$ cat config.mk
export PLATFORM = sky130hd
export DESIGN_NAME = acs_converter_flat
export DESIGN_NICKNAME = d
export VERILOG_FILES = /design/src/rtl/acs_pkg.sv /design/src/rtl/acs_link_if.sv /design/src/rtl/acs_converter.sv /design/src/flat_wrapper.sv
export SDC_FILE = /design/constraint.sdc
export NUM_CORES = 1
export LEC_CHECK = 0
export BUFFER_PORTS_ARGS = -buffer_cell sky130_fd_sc_hd__buf_4
export CAP_MARGIN = 15
export CORE_AREA = 2 2 106 108
export CTS_BUF_LIST = sky130_fd_sc_hd__clkbuf_16
export CTS_CLUSTER_DIAMETER = 80
export DETAILED_ROUTE_END_ITERATION = 16
export DIE_AREA = 0 0 108 110
export GPL_TIMING_DRIVEN = 0
export HOLD_SLACK_MARGIN = 0.05
export MAX_ROUTING_LAYER = met4
export PLACE_DENSITY = 0.77
export SYNTH_ARGS = -nofsm -noshare
export SYNTH_HDL_FRONTEND = slang
export SYNTH_SLANG_ARGS = --single-unit
$ cat constraint.sdc
create_clock -name CLOCK -period 3 [get_ports CLOCK]
set_clock_uncertainty 0.15 [all_clocks]
set_input_delay 0.15 -clock CLOCK [delete_from_list [all_inputs] [get_ports CLOCK]]
set_output_delay 0.15 -clock CLOCK [all_outputs]
set_load 0.05 [all_outputs]
$ cat src/rtl/acs_pkg.sv
// Package: shared constants and types for the conversion sequencer ends
package acs_pkg;
    localparam int RES_W       = 12;                     // Result width
    localparam int PAIR_W      = 16;                     // Result register pair width
    localparam int JUST_PAD    = PAIR_W - RES_W;         // Left-justify shift
    localparam int ACC_W       = 18;                     // Accumulator width
    localparam int TRIG_W      = 4;                      // Trigger select width
    localparam int CONV_CYCLES = 16;                     // Clocks per conversion
    localparam int RC_DELAY    = 4;                      // One instruction cycle of delay
    // Main control byte layout
    localparam int CTL_ON      = 7;
    localparam int CTL_CONTINUOUS_ENABLE    = 6;
    localparam int CTL_CS      = 4;
    localparam int CTL_FM      = 2;
    localparam int CTL_GO      = 0;
    localparam logic [7:0] CTL_RESET = 8'h00;
    typedef enum logic [1:0] {ACS_IDLE, ACS_DELAY, ACS_CONV} acs_state_t;
endpackage

$ cat src/rtl/acs_link_if.sv
// Interface: joins the converter end and the controlling end
`timescale 1ns/100ps
`default_nettype none
interface acs_link_if;
    logic [7:0]  ctl_wdata;   // Main control write data
    logic        ctl_we;      // Main control write strobe
    logic [7:0]  ctl_rdata;   // Main control readback
    logic [15:0] res_wdata;   // Result pair write data
    logic        res_we;      // Result pair write strobe
    logic [15:0] res_rdata;   // Formatted result pair
    logic [15:0] prev_rdata;  // Previous result
    logic        previous_source_select;        // Previous source select
    logic        double_sample_enable;        // Double sample enable
    logic [15:0] threshold;   // Threshold compare value
    logic [3:0]  trig_sel;    // Trigger select field
    logic [15:0] trig_src;    // Trigger source lines
    logic        irq_enable;  // Conversion interrupt enable
    logic        flag_clear;  // Done flag clear strobe
    logic        tflag_clear; // Threshold flag clear strobe
    logic        math_clear;  // Math-ready clear strobe
    logic        sleeping;    // Core is asleep
    logic        done_flag;   // Conversion done flag
    logic        thr_flag;    // Threshold flag
    logic        math_flag;   // Math ready flag
    logic [17:0] acc;         // Accumulator
    logic        wake;        // Wake request pulse
    logic        conv_active; // Converter busy
    modport dev (input ctl_wdata, ctl_we, res_wdata, res_we, previous_source_select, double_sample_enable, threshold,
                 trig_sel, trig_src, irq_enable, flag_clear, tflag_clear, math_clear,
                 sleeping,
                 output ctl_rdata, res_rdata, prev_rdata, done_flag, thr_flag, math_flag,
                 acc, wake, conv_active);
    modport host (output ctl_wdata, ctl_we, res_wdata, res_we, previous_source_select, double_sample_enable, threshold,
                  trig_sel, trig_src, irq_enable, flag_clear, tflag_clear, math_clear,
                  sleeping,
                  input ctl_rdata, res_rdata, prev_rdata, done_flag, thr_flag, math_flag,
                  acc, wake, conv_active);
endinterface
`default_nettype wire

$ cat src/rtl/acs_converter.sv
// Converter end: conversion start, completion actions, formatting and sleep
// Function
// - Done flag set at every conversion end
// - Done flag held until software clears it
// - Completion in sleep with irq enable wakes
// - Sleep conversion only on internal RC clock
// - Result left or right justified by select
// - Result writes stored right justified
// - Start by go, trigger or continuous retrigger
// - Software avoids go with first enable write
// - Old result copied to previous when select zero
// - Completion clears go unless continuous, sets flags, updates accumulator
// - Setpoint error every one or two conversions
// - RC clock delays start one instruction cycle
// - Sleep completion without irq turns converter off
// - Sleep trigger on RC clock converts
// - Sleep trigger on other clock waits pending
// - Trigger rising edge sets go bit
// - Trigger user guarantees acquisition timing
// - Zero acquisition time means software waits
// - Software polls go or waits interrupt
// - Control 0x94 enables, right justifies, RC clock
// - Clock select one means internal RC
`timescale 1ns/100ps
`default_nettype none
module acs_converter #(
    parameter int CONV_CYCLES = acs_pkg::CONV_CYCLES
) (
    input  wire logic                     CLOCK,
    input  wire logic                     RST,
    input  wire logic                     CE,
    input  wire logic [acs_pkg::RES_W-1:0] SAMPLE,
    acs_link_if.dev                       LINK
);
    typedef logic [acs_pkg::PAIR_W-1:0] pair_t;

    // Place a 12-bit value in the pair per justify select
    function automatic pair_t justify(input logic [acs_pkg::RES_W-1:0] v, input logic fm);
        pair_t r;
        r = {{acs_pkg::JUST_PAD{1'b0}}, v};
        if (!fm) begin
            r = {v, {acs_pkg::JUST_PAD{1'b0}}};
        end
        return r;
    endfunction

    acs_pkg::acs_state_t     state_reg, state_next;
    logic [7:0]              ctl_reg, ctl_next;
    logic [acs_pkg::RES_W-1:0] res_reg, res_next, prev_reg, prev_next, first_reg, first_next;
    logic [acs_pkg::ACC_W-1:0] acc_reg, acc_next;
    logic [7:0]              cnt_reg, cnt_next;
    logic                    done_reg, done_next, thr_reg, thr_next, math_reg, math_next;
    logic                    pend_reg, pend_next, half_reg, half_next, off_reg, off_next;
    logic                    wake_reg, wake_next;
    logic [acs_pkg::TRIG_W-1:0] trig_idx;
    logic                    trig_prev_reg, trig_prev_next, trig_now, trig_rise;
    logic                    on, cs, fm, continuous_enable, go;
    logic [acs_pkg::RES_W:0] err;

    assign on   = ctl_reg[acs_pkg::CTL_ON];
    assign cs   = ctl_reg[acs_pkg::CTL_CS];     // 1 selects internal RC clock
    assign fm   = ctl_reg[acs_pkg::CTL_FM];
    assign continuous_enable = ctl_reg[acs_pkg::CTL_CONTINUOUS_ENABLE];
    assign go   = ctl_reg[acs_pkg::CTL_GO];
    assign trig_idx  = LINK.trig_sel;
    assign trig_now  = LINK.trig_src[trig_idx];
    assign trig_rise = trig_now && !trig_prev_reg;
    // Setpoint error of the incoming sample; a negative step wraps high and trips the test
    assign err = {1'b0, SAMPLE} - {1'b0, (LINK.double_sample_enable ? first_reg : acs_pkg::RES_W'(0))};

    // Next-state logic for control, sequencing and completion actions
    always_comb begin
        state_next = state_reg;
        ctl_next = ctl_reg;
        res_next = res_reg;
        prev_next = prev_reg;
        first_next = first_reg;
        acc_next = acc_reg;
        cnt_next = cnt_reg;
        done_next = done_reg;
        thr_next = thr_reg;
        math_next = math_reg;
        pend_next = pend_reg;
        half_next = half_reg;
        off_next = off_reg;
        wake_next = 1'b0;
        trig_prev_next = trig_now;
        if (LINK.ctl_we) begin
            ctl_next = LINK.ctl_wdata;  // 0x94: on, right justify, RC clock
            off_next = 1'b0;
        end
        if (LINK.res_we) begin
            res_next = LINK.res_wdata[acs_pkg::RES_W-1:0];  // Stored right justified
        end
        if (LINK.flag_clear) done_next = 1'b0;   // Only software clears it
        if (LINK.tflag_clear) thr_next = 1'b0;
        if (LINK.math_clear) math_next = 1'b0;
        if (!LINK.sleeping) off_next = 1'b0;
        // A trigger edge sets go; in sleep off RC it is held pending
        if (on && trig_rise) begin
            if (LINK.sleeping && !cs) begin
                pend_next = 1'b1;
            end else begin
                ctl_next[acs_pkg::CTL_GO] = 1'b1;
            end
        end
        if (pend_reg && !LINK.sleeping) begin
            pend_next = 1'b0;
            ctl_next[acs_pkg::CTL_GO] = 1'b1;
        end
        case (state_reg)
            acs_pkg::ACS_IDLE: begin
                // Sleep runs only on the RC clock; converter off stays off
                if (on && go && !off_reg && (!LINK.sleeping || cs)) begin
                    cnt_next = '0;
                    state_next = cs ? acs_pkg::ACS_DELAY : acs_pkg::ACS_CONV;
                end
            end
            acs_pkg::ACS_DELAY: begin
                cnt_next = cnt_reg + 8'h01;
                if (cnt_reg == 8'(acs_pkg::RC_DELAY - 1)) begin
                    cnt_next = '0;
                    state_next = acs_pkg::ACS_CONV;
                end
            end
            acs_pkg::ACS_CONV: begin
                cnt_next = cnt_reg + 8'h01;
                if (!on) begin
                    state_next = acs_pkg::ACS_IDLE;
                end else if (cnt_reg == 8'(CONV_CYCLES - 1)) begin
                    cnt_next = '0;
                    if (!LINK.previous_source_select) prev_next = res_reg;
                    res_next = SAMPLE;
                    done_next = 1'b1;
                    math_next = 1'b1;
                    acc_next = acc_reg + acs_pkg::ACC_W'(SAMPLE);
                    // Continuous mode keeps go set and retriggers
                    if (!continuous_enable) ctl_next[acs_pkg::CTL_GO] = 1'b0;
                    state_next = continuous_enable ? acs_pkg::ACS_CONV : acs_pkg::ACS_IDLE;
                    // Error on every, or every second, conversion
                    half_next = LINK.double_sample_enable ? !half_reg : 1'b0;
                    first_next = SAMPLE;
                    if (!LINK.double_sample_enable || half_reg) begin
                        if ({3'h0, err} >= LINK.threshold)
                            thr_next = 1'b1;
                    end
                    if (LINK.sleeping) begin
                        if (LINK.irq_enable) wake_next = 1'b1;
                        else begin
                            off_next = 1'b1;                  // On bit stays set
                            state_next = acs_pkg::ACS_IDLE;
                        end
                    end
                end
            end
            default: state_next = acs_pkg::ACS_IDLE;
        endcase
    end

    // Registers, frozen while clock enable is low
    always_ff @(posedge CLOCK) begin
        if (RST) begin
            state_reg <= acs_pkg::ACS_IDLE;
            ctl_reg <= acs_pkg::CTL_RESET;
            res_reg <= '0;
            prev_reg <= '0;
            first_reg <= '0;
            acc_reg <= '0;
            cnt_reg <= '0;
            done_reg <= 1'b0;
            thr_reg <= 1'b0;
            math_reg <= 1'b0;
            pend_reg <= 1'b0;
            half_reg <= 1'b0;
            off_reg <= 1'b0;
            wake_reg <= 1'b0;
            trig_prev_reg <= 1'b0;
        end else if (CE) begin
            state_reg <= state_next;
            ctl_reg <= ctl_next;
            res_reg <= res_next;
            prev_reg <= prev_next;
            first_reg <= first_next;
            acc_reg <= acc_next;
            cnt_reg <= cnt_next;
            done_reg <= done_next;
            thr_reg <= thr_next;
            math_reg <= math_next;
            pend_reg <= pend_next;
            half_reg <= half_next;
            off_reg <= off_next;
            wake_reg <= wake_next;
            trig_prev_reg <= trig_prev_next;
        end
    end

    // Readback views of the stored state
    assign LINK.ctl_rdata   = ctl_reg;
    assign LINK.res_rdata   = justify(res_reg, fm);
    assign LINK.prev_rdata  = justify(prev_reg, fm);
    assign LINK.done_flag   = done_reg;
    assign LINK.thr_flag    = thr_reg;
    assign LINK.math_flag   = math_reg;
    assign LINK.acc         = acc_reg;
    assign LINK.wake        = wake_reg;
    assign LINK.conv_active = (state_reg != acs_pkg::ACS_IDLE);
endmodule
`default_nettype wire

$ cat src/flat_wrapper.sv
// flat-port wrapper written by rule: the top's interface ports become plain ports
module acs_converter_flat 
#(
    parameter int CONV_CYCLES = acs_pkg::CONV_CYCLES
)
  (CLOCK, RST, CE, SAMPLE, LINK_ctl_wdata, LINK_ctl_we, LINK_res_wdata, LINK_res_we, LINK_previous_source_select, LINK_double_sample_enable, LINK_threshold, LINK_trig_sel, LINK_trig_src, LINK_irq_enable, LINK_flag_clear, LINK_tflag_clear, LINK_math_clear, LINK_sleeping, LINK_ctl_rdata, LINK_res_rdata, LINK_prev_rdata, LINK_done_flag, LINK_thr_flag, LINK_math_flag, LINK_acc, LINK_wake, LINK_conv_active);
  acs_link_if LINK_i ();
  input  wire logic CLOCK;
  input  wire logic RST;
  input  wire logic CE;
  input  wire logic [acs_pkg::RES_W-1:0] SAMPLE;
  input wire logic [$bits(LINK_i.ctl_wdata)-1:0] LINK_ctl_wdata;
  input wire logic [$bits(LINK_i.ctl_we)-1:0] LINK_ctl_we;
  input wire logic [$bits(LINK_i.res_wdata)-1:0] LINK_res_wdata;
  input wire logic [$bits(LINK_i.res_we)-1:0] LINK_res_we;
  input wire logic [$bits(LINK_i.previous_source_select)-1:0] LINK_previous_source_select;
  input wire logic [$bits(LINK_i.double_sample_enable)-1:0] LINK_double_sample_enable;
  input wire logic [$bits(LINK_i.threshold)-1:0] LINK_threshold;
  input wire logic [$bits(LINK_i.trig_sel)-1:0] LINK_trig_sel;
  input wire logic [$bits(LINK_i.trig_src)-1:0] LINK_trig_src;
  input wire logic [$bits(LINK_i.irq_enable)-1:0] LINK_irq_enable;
  input wire logic [$bits(LINK_i.flag_clear)-1:0] LINK_flag_clear;
  input wire logic [$bits(LINK_i.tflag_clear)-1:0] LINK_tflag_clear;
  input wire logic [$bits(LINK_i.math_clear)-1:0] LINK_math_clear;
  input wire logic [$bits(LINK_i.sleeping)-1:0] LINK_sleeping;
  output wire logic [$bits(LINK_i.ctl_rdata)-1:0] LINK_ctl_rdata;
  output wire logic [$bits(LINK_i.res_rdata)-1:0] LINK_res_rdata;
  output wire logic [$bits(LINK_i.prev_rdata)-1:0] LINK_prev_rdata;
  output wire logic [$bits(LINK_i.done_flag)-1:0] LINK_done_flag;
  output wire logic [$bits(LINK_i.thr_flag)-1:0] LINK_thr_flag;
  output wire logic [$bits(LINK_i.math_flag)-1:0] LINK_math_flag;
  output wire logic [$bits(LINK_i.acc)-1:0] LINK_acc;
  output wire logic [$bits(LINK_i.wake)-1:0] LINK_wake;
  output wire logic [$bits(LINK_i.conv_active)-1:0] LINK_conv_active;
  assign LINK_i.ctl_wdata = LINK_ctl_wdata;
  assign LINK_i.ctl_we = LINK_ctl_we;
  assign LINK_i.res_wdata = LINK_res_wdata;
  assign LINK_i.res_we = LINK_res_we;
  assign LINK_i.previous_source_select = LINK_previous_source_select;
  assign LINK_i.double_sample_enable = LINK_double_sample_enable;
  assign LINK_i.threshold = LINK_threshold;
  assign LINK_i.trig_sel = LINK_trig_sel;
  assign LINK_i.trig_src = LINK_trig_src;
  assign LINK_i.irq_enable = LINK_irq_enable;
  assign LINK_i.flag_clear = LINK_flag_clear;
  assign LINK_i.tflag_clear = LINK_tflag_clear;
  assign LINK_i.math_clear = LINK_math_clear;
  assign LINK_i.sleeping = LINK_sleeping;
  assign LINK_ctl_rdata = LINK_i.ctl_rdata;
  assign LINK_res_rdata = LINK_i.res_rdata;
  assign LINK_prev_rdata = LINK_i.prev_rdata;
  assign LINK_done_flag = LINK_i.done_flag;
  assign LINK_thr_flag = LINK_i.thr_flag;
  assign LINK_math_flag = LINK_i.math_flag;
  assign LINK_acc = LINK_i.acc;
  assign LINK_wake = LINK_i.wake;
  assign LINK_conv_active = LINK_i.conv_active;
  acs_converter #(.CONV_CYCLES(CONV_CYCLES)) u_core (.CLOCK(CLOCK), .RST(RST), .CE(CE), .SAMPLE(SAMPLE), .LINK(LINK_i));
endmodule
Word-level counts from Yosys, hierarchy flattened:

Cells that the tools add are included.

* $add $sub $neg: 3
* order comparisons: 2
* equal/unequal tests: 7
* mux-type cells: 61
* bitwise operators: 1
* reduce and logical (&&, ||, !) cells: 26

Operators by type and width (count)
* 2-to-1 mux 12 bit: 5
* 2-to-1 mux 1 bit: 39
* 2-to-1 mux 16 bit: 2
* 2-to-1 mux 8 bit: 4
* case mux 8 bit (3 select lines): 1
* adder 18 x 12 -> 18 bit: 1
* greater-or-equal comparator 13 x 16 -> 1 bit: 1
* 2-to-1 mux 2 bit: 8
* subtractor 12 x 12 -> 13 bit: 1
* adder 8 x 1 -> 8 bit (second input constant): 1
* equality test 8 x 2 -> 1 bit (second input constant): 1
* equality test 8 x 4 -> 1 bit (second input constant): 1
* AND reduction 4 bit: 2
* logical AND 1 bit: 7
* logical NOT 1 bit: 6
* case mux 2 bit (3 select lines): 1
* AND reduction 3 bit: 2
* nonzero test 2 bit: 3
* less-than comparator 4 x 5 -> 1 bit (second input constant): 1
* AND reduction 5 bit: 1
* binary-select mux 1 bit (select 4 bit): 1
* inequality test 2 x 1 -> 1 bit (second input constant): 2
* inequality test 3 bit (second input constant): 1
* nonzero test 3 bit: 1
* other kinds (6): 7

* flip-flop bits (word level): 80
* input port bits: 84
* output and inout bits: 63
* word-level logic and storage cells: 116

Logic depth before layout (Yosys ltp):

Gate-level depths: netlist of run 1.

* depth in word-level cells: 10
* mapped depth: 14

Worst setup path after synthesis of run 1:

Ideal clock, no wire load.

* kind: input port to flip-flop
* start point: in LINK_double_sample_enable
* end point: reg u_core.thr_reg (netlist: u_core.LINK.thr_flag)
* setup time: 0.124 ns
* arrival time: 2.823 ns
* path slack: -0.097 ns
* cell stages on the path: 14
* path buffers: 1
* path through: clkbuf_1 -> nand2_1 -> ha_1 -> nor2b_1 -> o31a_1 -> o311a_1 -> a211oi_1 -> o21ai_1 -> xor2_1 -> ha_1 -> a21oi_1 -> o21ai_0 -> nor4_1 -> a21oi_1

* word-level cells in the longest chain between the ends: 8

Ends and longest elaborated chain
* from (decl): line flat_wrapper.sv:17 `input wire logic [$bits(LINK_i.double_sample_enable)-1:0] LINK_double_sample_enable;`
* 2-to-1 mux 12 bit: line acs_converter.sv:69 `assign err = {1'b0, SAMPLE} - {1'b0, (LINK.double_sample_enable ? first_reg : acs_pkg::RES_W'(0))};`
* subtractor 12 x 12 -> 13 bit: line acs_converter.sv:69
* greater-or-equal comparator 13 x 16 -> 1 bit: line acs_converter.sv:144 `if ({3'h0, err} >= LINK.threshold)`
* 2-to-1 mux 1 bit: line acs_converter.sv:144
* 2-to-1 mux 1 bit *: line acs_converter.sv:143 `if (!LINK.double_sample_enable || half_reg) begin`
* 2-to-1 mux 1 bit *: line acs_converter.sv:130 `end else if (cnt_reg == 8'(CONV_CYCLES - 1)) begin`
* 2-to-1 mux 1 bit *: line acs_converter.sv:128 `if (!on) begin`
* 2-to-1 mux 1 bit *: line acs_converter.sv:111 `case (state_reg)`
* to (signal assigned): line acs_converter.sv:187 `thr_reg <= thr_next;`
* to (decl): line acs_converter.sv:52 `logic done_reg, done_next, thr_reg, thr_next, math_reg, math_next;`

Every way passes the cells marked *; elsewhere a longest branch is shown, timed or not.
A chain may end at the register's enable or synchronous reset.

Worst setup path after layout of run 1:

* start point: reg u_core.first_reg[0] (netlist name)
* end point: reg u_core.thr_reg (netlist: u_core.LINK.thr_flag)

* word-level cells in the longest chain between the ends: 8

Ends and longest elaborated chain
* from (decl): line acs_converter.sv:49 `logic [acs_pkg::RES_W-1:0] res_reg, res_next, prev_reg, prev_next, first_reg, first_next;`
* from (signal assigned): line acs_converter.sv:183 `first_reg <= first_next;`
* 2-to-1 mux 12 bit: line acs_converter.sv:69
* subtractor 12 x 12 -> 13 bit: line acs_converter.sv:69
* greater-or-equal comparator 13 x 16 -> 1 bit: line acs_converter.sv:144
* 2-to-1 mux 1 bit: line acs_converter.sv:144
* 2-to-1 mux 1 bit: line acs_converter.sv:143
* 2-to-1 mux 1 bit: line acs_converter.sv:130
* 2-to-1 mux 1 bit: line acs_converter.sv:128
* 2-to-1 mux 1 bit: line acs_converter.sv:111

No other way between the ends.

==> results of run 1 <==
==> worst reg2reg max path: stages (launching register included) <==
cell and delay, ns:
dfxtp_2 0.34, and2_4 0.14, ha_4 0.13, fa_2 0.22
nor2b_2 0.05, o31a_1 0.32, o311a_1 0.31, a211oi_2 0.28
buf_4 0.17, xnor2_2 0.06, ha_1 0.32, and3_1 0.16
nand3_1 0.07, a221o_1 0.28, a21oi_1 0.13
==> per-layer routing <==
metal / GRT usage, % / routed length [um]
met1: 32.30 / 6542
met2: 48.29 / 8008
met3: 4.586 / 960
met4: 9.524 / 386
met5: - / 0
==> power by group <==
group          leakage (nW)  switching (mW)  internal [mW]
Clock                 0.163           0.491          0.747
Combinational          2.31           0.273          0.244
Sequential            0.648          0.0191           1.08
==> stage by stage <==
step / hold slack, ns / setup TNS, ns / total power, mW / instance area (um2) / utilization, %
finish: 0.05051 / -0.1800 / 2.853 / 7101 / 66.37
global route: 0.08115 / -0.2819 / 2.950 / 7101 / 66.37
CTS: 0.05017 / -0.2077 / 2.830 / 7033 / 65.74
detailed placement: 0.2739 / -0.5621 / 1.563 / 6237 / 58.30
global placement: 0.2671 / -0.4471 / 1.550 / 6237 / 58.30
floorplan: 0.1405 / 0 / 1.380 / 5011 / -
==> worst paths after layout <==
| kind | start | to |
|---|---|---|
| max | u_core.first_reg[0]$_SDFFE_PP0P_ | u_core.LINK.thr_flag$_SDFFE_PP0P_ |
| min reg2reg | u_core.LINK.ctl_rdata[1]$_SDFFE_PP0P_ | u_core.LINK.ctl_rdata[1]$_SDFFE_PP0P_ |
| min | SAMPLE[7] | u_core.res_reg[7]$_SDFFE_PP0P_ |
| max reg2reg | u_core.first_reg[0]$_SDFFE_PP0P_ | u_core.LINK.thr_flag$_SDFFE_PP0P_ |
==> cell usage in the layout (no fill, tap or decap), types with 20 or more instances in the layout <==
master | synthesis | layout
nor2_1 | 54 | 54
dfxtp_1 | 80 | 79
ha_1 | 42 | 39
nor3_1 | 22 | 22
inv_1 | 34 | 34
clkbuf_1 | 22 | 20
dlygate4sd3_1 | 0 | 38
buf_4 | 0 | 146
nand2_1 | 70 | 70
a21oi_1 | 62 | 60
==> cell type report <==
class                   count  area share (%)
well taps                 140           2.467
multi-input cells         472           46.04
inverters                  34           1.797
plain buffers              28           1.656
clock inverters             7           1.498
flip-flops and latches     80           22.57
clock buffers               9           3.172
repair buffers            184           20.79
==> repair_timing <==
item | 4_1_cts | 5_1_grt
resized for setup | 11 | 10
hold buffers | 38 | 0
buffers inserted | 5 | 1
pin swaps | 9 | 15
endpoints found under the hold margin | 34 | 0
setup endpoints to repair | 1 | 7
==> cell families after synthesis <==
family	count (synthesis)
xor+xnor	19
fa+ha+maj	44
simple gates	241
buf+inv	62
compound gates	142
flops	80
mux	26
==> out/metrics.cfg, run 1 <==
[final_layout]
drive_gt1_share_pct = 26.04
stdcell_count = 954
multi_input_area_mm2 = 0.003269
num-nets-final = 937
largest_reg_flops = 18
seq_area_mm2 = 0.001603
fillCellCount = 906
areaGrowthSynthToFinish_pct = 41.73
diodes = 0

[die]
start_util_pct = 46.83
rows = 38
core_area_mm2 = 0.01070
ios = 147
die_h_um = 110
die_area_mm2 = 0.01188
chipWidth_um = 108

[clock_tree]
clock_sinks = 80
tritoncts.num_buffers = 9
cts_buffer_depth = 2
worstSkewPairLatency_ns = 0.35
clk_pin_slew_ns = 0.07
cts.htree.levels = 3
root_buffer = clkbuf_16
cts_tree = built

[yosys]
synth-simple-area-share_pct = 23.68
ys_top_cells_by_count = dfxtp_1, nand2_1, a21oi_1
muxShareOfSynthArea_pct = 7.093
synth_top_family_by_area = simple AND/OR/NAND/NOR gates
syn_area_mm2 = 0.005010
synth_compound_area_share_pct = 17.81
synthCells = 614
avgSynthCellArea_um2 = 8.159
synth-xor-area-share_pct = 3.322
synth.net_count = 742
ys.flop_type = dfxtp_1
synth_edf_count = 0
synthArstFlopShare_pct = 0
ys_warn_count = 0
synth_most_common_cell = dfxtp_1
synth_cell_types = 59
synth_seq_cells = 80
yosysTopAreaCellShare_pct = 31.97
synth_top_area_cell = dfxtp_1
yosysSeqAreaShare_pct = 31.97
synth.area.top_cells = dfxtp_1, ha_1, a21oi_1, nand2_1, nor2_1
synthAdderAreaFrac_pct = 11.29

[sta]
slew_headroom_pct = 53.90
min_period_ns = 3.180
timing.fmax_mhz = 314.5
maxSlewViolCount = 0
setup_slack_ns = -0.1800
setup_violations = 1
final_hold_viol_count = 0
rsz0062_at_grt = yes
worst_slew_pin_slew_ns = 0.6915
finalCritPeriodShare_pct = 106.0

[grt]
grt_pass1_wl_um = 24960
grt_pass1_vias = 5208
overflow = 0
grt_max_degree = 17
grtUsageTotal_pct = 27.60
antenna_found_initial = 0

[place]
portBuffers = 140
gp_congestion = 0.8805
place_ws_ns = -0.5621
dp_cells = 894
place_hpwl_um = 11510

[detailed_routing]
wl_per_cell_um = 16.66
drc = 0
dr_total_vias = 5295
drtIter0Drc = 323
drtPass1Iterations = 5
totalWireLength_um = 15900
avgViaCountPerCell = 5.550
final_antenna_net_count = 0

[critical_path]
cpLargestDelayFamily = compound AO/OA/AOI/OAI gates
arrival_ns = 3.30
slowest_delay_ns = 0.34
ff2ff_setup_slack_ns = -0.18
path_cells = and2_4, ha_4, fa_2, nor2b_2, o31a_1, o311a_1, a211oi_2, buf_4, xnor2_2, ha_1, and3_1, nand3_1, a221o_1, a21oi_1
worst-path-stages = 14
crit_slowest_cell = dfxtp_2
start_kind = register
worstPathMaxFanout = 2
r2r_cells = 14
crit_type = reg2reg
critical_path_required_ns = 3.12
endpoint_kind = register
critPathBufInv = 1

[power]
peakVddDrop_mv = 0.3300
power_leakage_nw = 3.124
powerDensity_mw_per_mm2 = 401.8

[min_path]
worst_hold_path_type = in2reg
hold_depth = 3

[flow_run]
cap_violations = 0

[status]
status = complete, but fails checks
violations = setup timing

No activity file was read; power rests on OpenSTA's default activity.
==> inputs of run 2 (changes only) <==
--- a/config.mk
+++ b/config.mk
@@ -10,6 +10,7 @@
 export CORE_AREA = 2 2 106 108
 export CTS_BUF_LIST = sky130_fd_sc_hd__clkbuf_16
 export CTS_CLUSTER_DIAMETER = 80
+export CTS_CLUSTER_SIZE = 20
 export DETAILED_ROUTE_END_ITERATION = 16
 export DIE_AREA = 0 0 108 110
 export GPL_TIMING_DRIVEN = 0
==> constraint.sdc (replaced) <==
create_clock -name CLOCK -period 3 [get_ports CLOCK]
set_clock_uncertainty 0.15 [all_clocks]
set_input_delay 0 -clock CLOCK [delete_from_list [all_inputs] [get_ports CLOCK]]
set_output_delay 0 -clock CLOCK [all_outputs]
set_load 0.05 [all_outputs]
==> run 2 against run 1 <==
Clock power decreased by 11%. Sequential cell count unchanged. Clock-buffer cell count unchanged. Utilization increased by 1.9 points. Final cell count increased by 2.4%. Highest routed layer unchanged. Worst hold slack improved by 0.033 ns. The run still ends with setup timing left. Die area unchanged. Via count increased by 2.7%.
==> out/metrics.cfg, run 2 (synthesis gave the netlist of run 1 again) <==
[sta]
slew_headroom_pct = 55.24  ; +1.3 points
timing.fmax_mhz = 310.6  ; -1.2%
setup_slack_ns = -0.2200  ; -0.04000 ns
worst_slew_pin_slew_ns = 0.6714  ; -0.02013 ns
rsz0062_at_grt = yes
finalCritPeriodShare_pct = 107.3  ; +1.3 points
min_period_ns = 3.220  ; +0.04000 ns
maxSlewViolCount = 0  ; unchanged
final_hold_viol_count = 0  ; unchanged
setup_violations = 1  ; unchanged

[die]
die_area_mm2 = 0.01188  ; unchanged
die_h_um = 110  ; unchanged
ios = 147  ; unchanged
chipWidth_um = 108  ; unchanged
rows = 38  ; unchanged
start_util_pct = 46.83  ; unchanged
core_area_mm2 = 0.01070  ; unchanged

[critical_path]
arrival_ns = 3.34  ; +0.04 ns
endpoint_kind = register
reg2reg_from = u_core.first_reg[0]$_SDFFE_PP0P_
start_kind = register
crit_type = reg2reg
r2r_end = u_core.LINK.thr_flag$_SDFFE_PP0P_
worstPathMaxFanout = 3  ; +1
critical_path_required_ns = 3.12  ; about the same
ff2ff_setup_slack_ns = -0.22  ; -0.04 ns
r2r_cells = 14  ; unchanged

[final_layout]
stdcell_area_mm2 = 0.007300  ; +2.8%
drive_gt1_share_pct = 24.97  ; -1.1 points
most-common-layout-cells = buf_4, dfxtp_1, nand2_1, dlygate4sd3_1, a21oi_1
final_common_cell = buf_4
areaGrowthSynthToFinish_pct = 45.70
largest_reg_flops = 18  ; unchanged
diodes = 0  ; unchanged
num-nets-final = 961  ; +2.6%

[clock_tree]
cts.htree.levels = 3  ; unchanged
cts_buffer_depth = 2  ; unchanged
clock_sinks = 80  ; unchanged
tritoncts.num_buffers = 9  ; unchanged
worstSkewPairLatency_ns = 0.33  ; -0.02 ns
clk_pin_slew_ns = 0.06  ; about the same
cts_tree = built
root_buffer = clkbuf_16

[power]
peakVddDrop_mv = 0.4070  ; +23%
clock_power_share_pct = 40.1  ; -3.3 points
switchingPower_uw = 752.5  ; -3.8%
power_leakage_nw = 3.188  ; +2.1%
combPwrFrac_pct = 19.8  ; +1.7 points
seq_power_share_pct = 40.1  ; +1.6 points
powerDensity_mw_per_mm2 = 375.8  ; -6.5%
p_int_mw = 1.991  ; -3.8%
switching_share_pct = 27.43  ; about the same

[grt]
grt_pass1_wl_um = 25100  ; +0.55%
grtUsageTotal_pct = 27.57  ; -0.036 points
grt_max_degree = 15  ; -2
overflow = 0  ; unchanged
antenna_found_initial = 0  ; unchanged
grt_pass1_vias = 5319  ; +2.1%

[detailed_routing]
drtIter0Drc = 424  ; +31%
drc = 0  ; unchanged
totalWireLength_um = 16070  ; +1.1%
avgViaCountPerCell = 5.566  ; +0.28%
dr_total_vias = 5438  ; +2.7%
drtPass1Iterations = 5  ; unchanged
final_antenna_net_count = 0  ; unchanged
wl_per_cell_um = 16.44  ; -1.3%

[min_path]
hp-start = RST
holdPathEnd = u_core.LINK.acc[17]$_SDFFE_PP0P_
hold_depth = 3  ; unchanged
worst_hold_path_type = in2reg

[status]
violations = setup timing
status = complete, but fails checks

[place]
gp_congestion = 0.8768  ; -0.42%
dpl_cell_area_mm2 = 0.006236  ; about the same
place_ws_ns = -0.5365  ; +0.02557 ns
place_hpwl_um = 11460  ; -0.42%
portBuffers = 140  ; unchanged

[flow_run]
cap_violations = 0  ; unchanged

## run 2: how the worst max path moves through the flow
stage	cells after the start	end	slack (ns)	startpoint
2_1_floorplan	14	u_core.LINK.thr_flag$_SDFFE_PP0P_	0.02	u_core.first_reg[0]$_SDFFE_PP0P_
3_5_place_dp	15	u_core.LINK.thr_flag$_SDFFE_PP0P_	-0.54	LINK_double_sample_enable
6_report	14	u_core.LINK.thr_flag$_SDFFE_PP0P_	-0.22	u_core.first_reg[0]$_SDFFE_PP0P_
5_1_grt	14	u_core.LINK.thr_flag$_SDFFE_PP0P_	-0.33	u_core.first_reg[0]$_SDFFE_PP0P_
4_1_cts	14	u_core.LINK.thr_flag$_SDFFE_PP0P_	-0.19	u_core.first_reg[0]$_SDFFE_PP0P_
3_3_place_gp	15	u_core.LINK.thr_flag$_SDFFE_PP0P_	-0.46	LINK_double_sample_enable
## run 2: power by group through the flow
stage	logic [mW]	clock network, mW	registers, mW
finish	0.544	1.10	1.10
global route	0.584	1.15	1.10
CTS	0.520	1.10	1.10
detailed placement	0.440	0	1.12
global placement	0.428	0	1.12
floorplan	0.247	0	1.13
## run 2: what timing repair did
action / CTS / global route
resized for setup: 10 / 12
pin swaps: 9 / 10
setup endpoints to repair: 1 / 9
hold buffers: 62 / 0
hold endpoints to repair: 53 / 0
setup buffers: 5 / 1
## run 2: layer usage
metal / share of wire (%) / track usage [%] / vias to the layer above / wire length (um)
li1: - / - / 2627 / -
met1: 42 / 33.28 / 2550 / 6750
met2: 49 / 46.32 / 226 / 7913
met3: 6.0 / 3.762 / 35 / 971
met4: 2.7 / 12.09 / 0 / 429
met5: 0 / - / - / 0
## run 2: area by class of cell
cell class	count	area, um2
buffer	28	116.4
clock buffer	9	225.2
clock inverter	6	68.82
fill	858	3398
inverter	34	127.6
multi-input combinational	472	3263
sequential	80	1603
tap	140	175.2
timing repair buffer	208	1720
## run 2: stage by stage
stage	TNS, ns	instances	total power, mW	hold slack, ns	utilization [%]
floorplan	0	614	1.380	-0.009546	-
global placement	-0.4581	894	1.550	0.1174	58.29
detailed placement	-0.5365	894	1.562	0.1234	58.29
CTS	-0.1942	976	2.721	0.07189	67.60
global route	-0.3254	977	2.837	0.08809	68.23
finish	-0.2200	977	2.744	0.08392	68.23
## run 2: worst max-delay path, cell delays in order (launching register included)
cell and delay, ns:
dfxtp_2 0.34, and2_4 0.15, ha_4 0.13, fa_2 0.21
nor2b_2 0.05, o31a_1 0.31, o311a_1 0.32, a211oi_2 0.28
o21ai_2 0.13, xor2_1 0.17, ha_1 0.35, buf_6 0.12
nand3_2 0.05, a221o_1 0.29, a21oi_2 0.12
==> inputs of run 3 (changes only) <==
==> constraint.sdc (replaced) <==
create_clock -name CLOCK -period 2.65 [get_ports CLOCK]
set_clock_uncertainty 0.15 [all_clocks]
set_input_delay 0 -clock CLOCK [delete_from_list [all_inputs] [get_ports CLOCK]]
set_output_delay 0 -clock CLOCK [all_outputs]
set_load 0.05 [all_outputs]
==> run 3 against run 2 <==
The run still ends with setup timing left. Non-clock buffer count fell by 13. Combinational power rose by 6.2%. Final area fell by 1.7%. Worst hold slack got worse by 0.0062 ns. Highest routed layer unchanged.
==> out/metrics.cfg, run 3 (synthesis gave the netlist of run 1 again) <==
[status]
violations = setup timing
status = complete, but fails checks

[critical_path]
worstPathMaxFanout = 3  ; unchanged
slowest_delay_ns = 0.33  ; -0.02 ns
crit_slowest_cell = dfxtp_2
start_kind = register
crit_type = reg2reg
crit_top_cell = a21oi_1
critical_path_required_ns = 2.73  ; -0.39 ns
endpoint_kind = register
path_cells = and2_4, ha_4, fa_2, nor2b_2, o31a_1, o311a_1, a211oi_2, o21ai_2, xor2_1, ha_1, a21oi_1, o21ai_1, nor4_1, a21oi_1
arrival_ns = 3.23  ; -0.11 ns

[power]
p_int_mw = 2.346  ; +18%
switching_share_pct = 27.08  ; -0.34 points
seq_power_share_pct = 38.7  ; -1.4 points
power_mw = 3.218  ; +17%
powerDensity_mw_per_mm2 = 448.6  ; +19%
combPwrFrac_pct = 18.0  ; -1.8 points
clock_power_share_pct = 43.4  ; +3.3 points
peakVddDrop_mv = 0.3259  ; -20%
switchingPower_uw = 871.6  ; +16%
power_leakage_nw = 3.130  ; -1.8%

[detailed_routing]
drc = 0  ; unchanged
final_antenna_net_count = 0  ; unchanged
wl_per_cell_um = 16.36  ; -0.48%
drtPass1Iterations = 5  ; unchanged
avgViaCountPerCell = 5.554  ; -0.21%
dr_total_vias = 5360  ; -1.4%
totalWireLength_um = 15790  ; -1.7%
drtIter0Drc = 234  ; -45%

[die]
chipWidth_um = 108  ; unchanged
die_area_mm2 = 0.01188  ; unchanged
rows = 38  ; unchanged
ios = 147  ; unchanged
start_util_pct = 46.83  ; unchanged
die_h_um = 110  ; unchanged
core_area_mm2 = 0.01070  ; unchanged

[sta]
min_period_ns = 3.152  ; -0.06773 ns
timing.fmax_mhz = 317.2  ; +2.1%
worst_slew_pin_slew_ns = 0.6581  ; -0.01328 ns
rsz0062_at_grt = yes
maxSlewViolCount = 0  ; unchanged
setup_slack_ns = -0.5023  ; -0.2823 ns
slew_headroom_pct = 56.13  ; +0.89 points
finalCritPeriodShare_pct = 119.0  ; +12 points
final_hold_viol_count = 0  ; unchanged
setup_violations = 1  ; unchanged

[min_path]
worst_hold_path_type = in2reg

[clock_tree]
tritoncts.num_buffers = 9  ; unchanged
cts_buffer_depth = 2  ; unchanged
root_buffer = clkbuf_16
worstSkewPairLatency_ns = 0.34  ; about the same
clock_sinks = 80  ; unchanged
clk_pin_slew_ns = 0.07  ; about the same
cts.htree.levels = 3  ; unchanged
cts_tree = built

[grt]
antenna_found_initial = 0  ; unchanged
overflow = 0  ; unchanged
grt_pass1_wl_um = 24990  ; -0.41%
grtUsageTotal_pct = 27.53  ; -0.037 points
grt_max_degree = 17  ; +2
grt_pass1_vias = 5357  ; +0.71%

[place]
place_hpwl_um = 11580  ; +1.0%
gp_congestion = 0.8633  ; -1.5%
portBuffers = 140  ; unchanged
place_ws_ns = -0.7684  ; -0.2319 ns

[final_layout]
largest_reg_flops = 18  ; unchanged
drive_gt1_share_pct = 24.36  ; -0.61 points
most-common-layout-cells = buf_4, dfxtp_1, nand2_1, a21oi_1, nor2_1
diodes = 0  ; unchanged
areaGrowthSynthToFinish_pct = 43.18
final_common_cell = buf_4
num-nets-final = 948  ; -1.4%

[flow_run]
cap_violations = 0  ; unchanged

[run 3: worst max-delay path, delay by kind of cell (launching register included)]
| kind | cells | cell delay, ns |
|---|---|---|
| and+or+nand+nor | 3 | 0.41 |
| xor gates and xnor gates | 1 | 0.16 |
| AOI/OAI and AO/OA | 7 | 1.32 |
| DFF | 1 | 0.33 |
| adders and majority gates | 3 | 0.67 |
[run 3: power by group through the flow]
stage                     registers, mW  logic (mW)  clock network, mW
after floorplan                    1.28       0.281                  0
after global placement             1.27       0.487                  0
after detailed placement           1.27       0.504                  0
after CTS                          1.24       0.569               1.41
after global routing               1.25       0.624               1.47
final                              1.24       0.578               1.40
[run 3: area by class of cell]
type / count / area [um2]
Sequential cell: 80 / 1604
Tap cell: 140 / 175.2
Inverter: 34 / 127.6
Multi-Input combinational cell: 472 / 3219
Fill cell: 886 / 3525
Clock buffer: 9 / 225.2
Buffer: 28 / 116.4
Timing Repair Buffer: 195 / 1597
Clock inverter: 7 / 108.9
[run 3: timing repair]
item                                    in CTS  in global routing
hold buffers                                53                  0
buffers inserted                             0                  2
pin swaps                                    0                  1
endpoints found under the setup margin       1                  4
hold endpoints to repair                    53                  0
resized for setup                            5                  6
[run 3: per-layer routing]
| layer | part of all wire [%] | vias up | GRT usage [%] |
|---|---|---|---|
| met4 | 2.3 | 0 | 10.35 |
| li1 | - | 2597 | - |
| met5 | 0 | - | - |
| met3 | 5.7 | 32 | 4.586 |
| met2 | 49 | 215 | 47.08 |
| met1 | 43 | 2516 | 32.75 |
[run 3: final timing paths]
| path | cells after the start | startpoint | to | slack [ns] |
|---|---|---|---|---|
| setup reg to reg | 14 | u_core.first_reg[0]$_SDFFE_PP0P_ | u_core.LINK.thr_flag$_SDFFE_PP0P_ | -0.50 |
| hold / removal | 5 | SAMPLE[5] | u_core.LINK.acc[5]$_SDFFE_PP0P_ | 0.08 |
| hold reg to reg | 2 | u_core.off_reg$_SDFFE_PP0P_ | u_core.off_reg$_SDFFE_PP0P_ | 0.31 |
| setup / recovery | 14 | u_core.first_reg[0]$_SDFFE_PP0P_ | u_core.LINK.thr_flag$_SDFFE_PP0P_ | -0.50 |
[run 3: per-stage QoR]
step	utilization (%)	setup TNS [ns]	cell area (um2)	std cells	hold slack [ns]
global placement	58.47	-0.6489	6255	894	0.1177
detailed placement	58.47	-0.7684	6255	894	0.1253
CTS	66.64	-0.5328	7129	963	0.06741
floorplan	-	-0.1885	5029	614	-0.009546
finish	67.05	-0.5023	7173	965	0.07770
global route	67.05	-0.5966	7173	965	0.09165
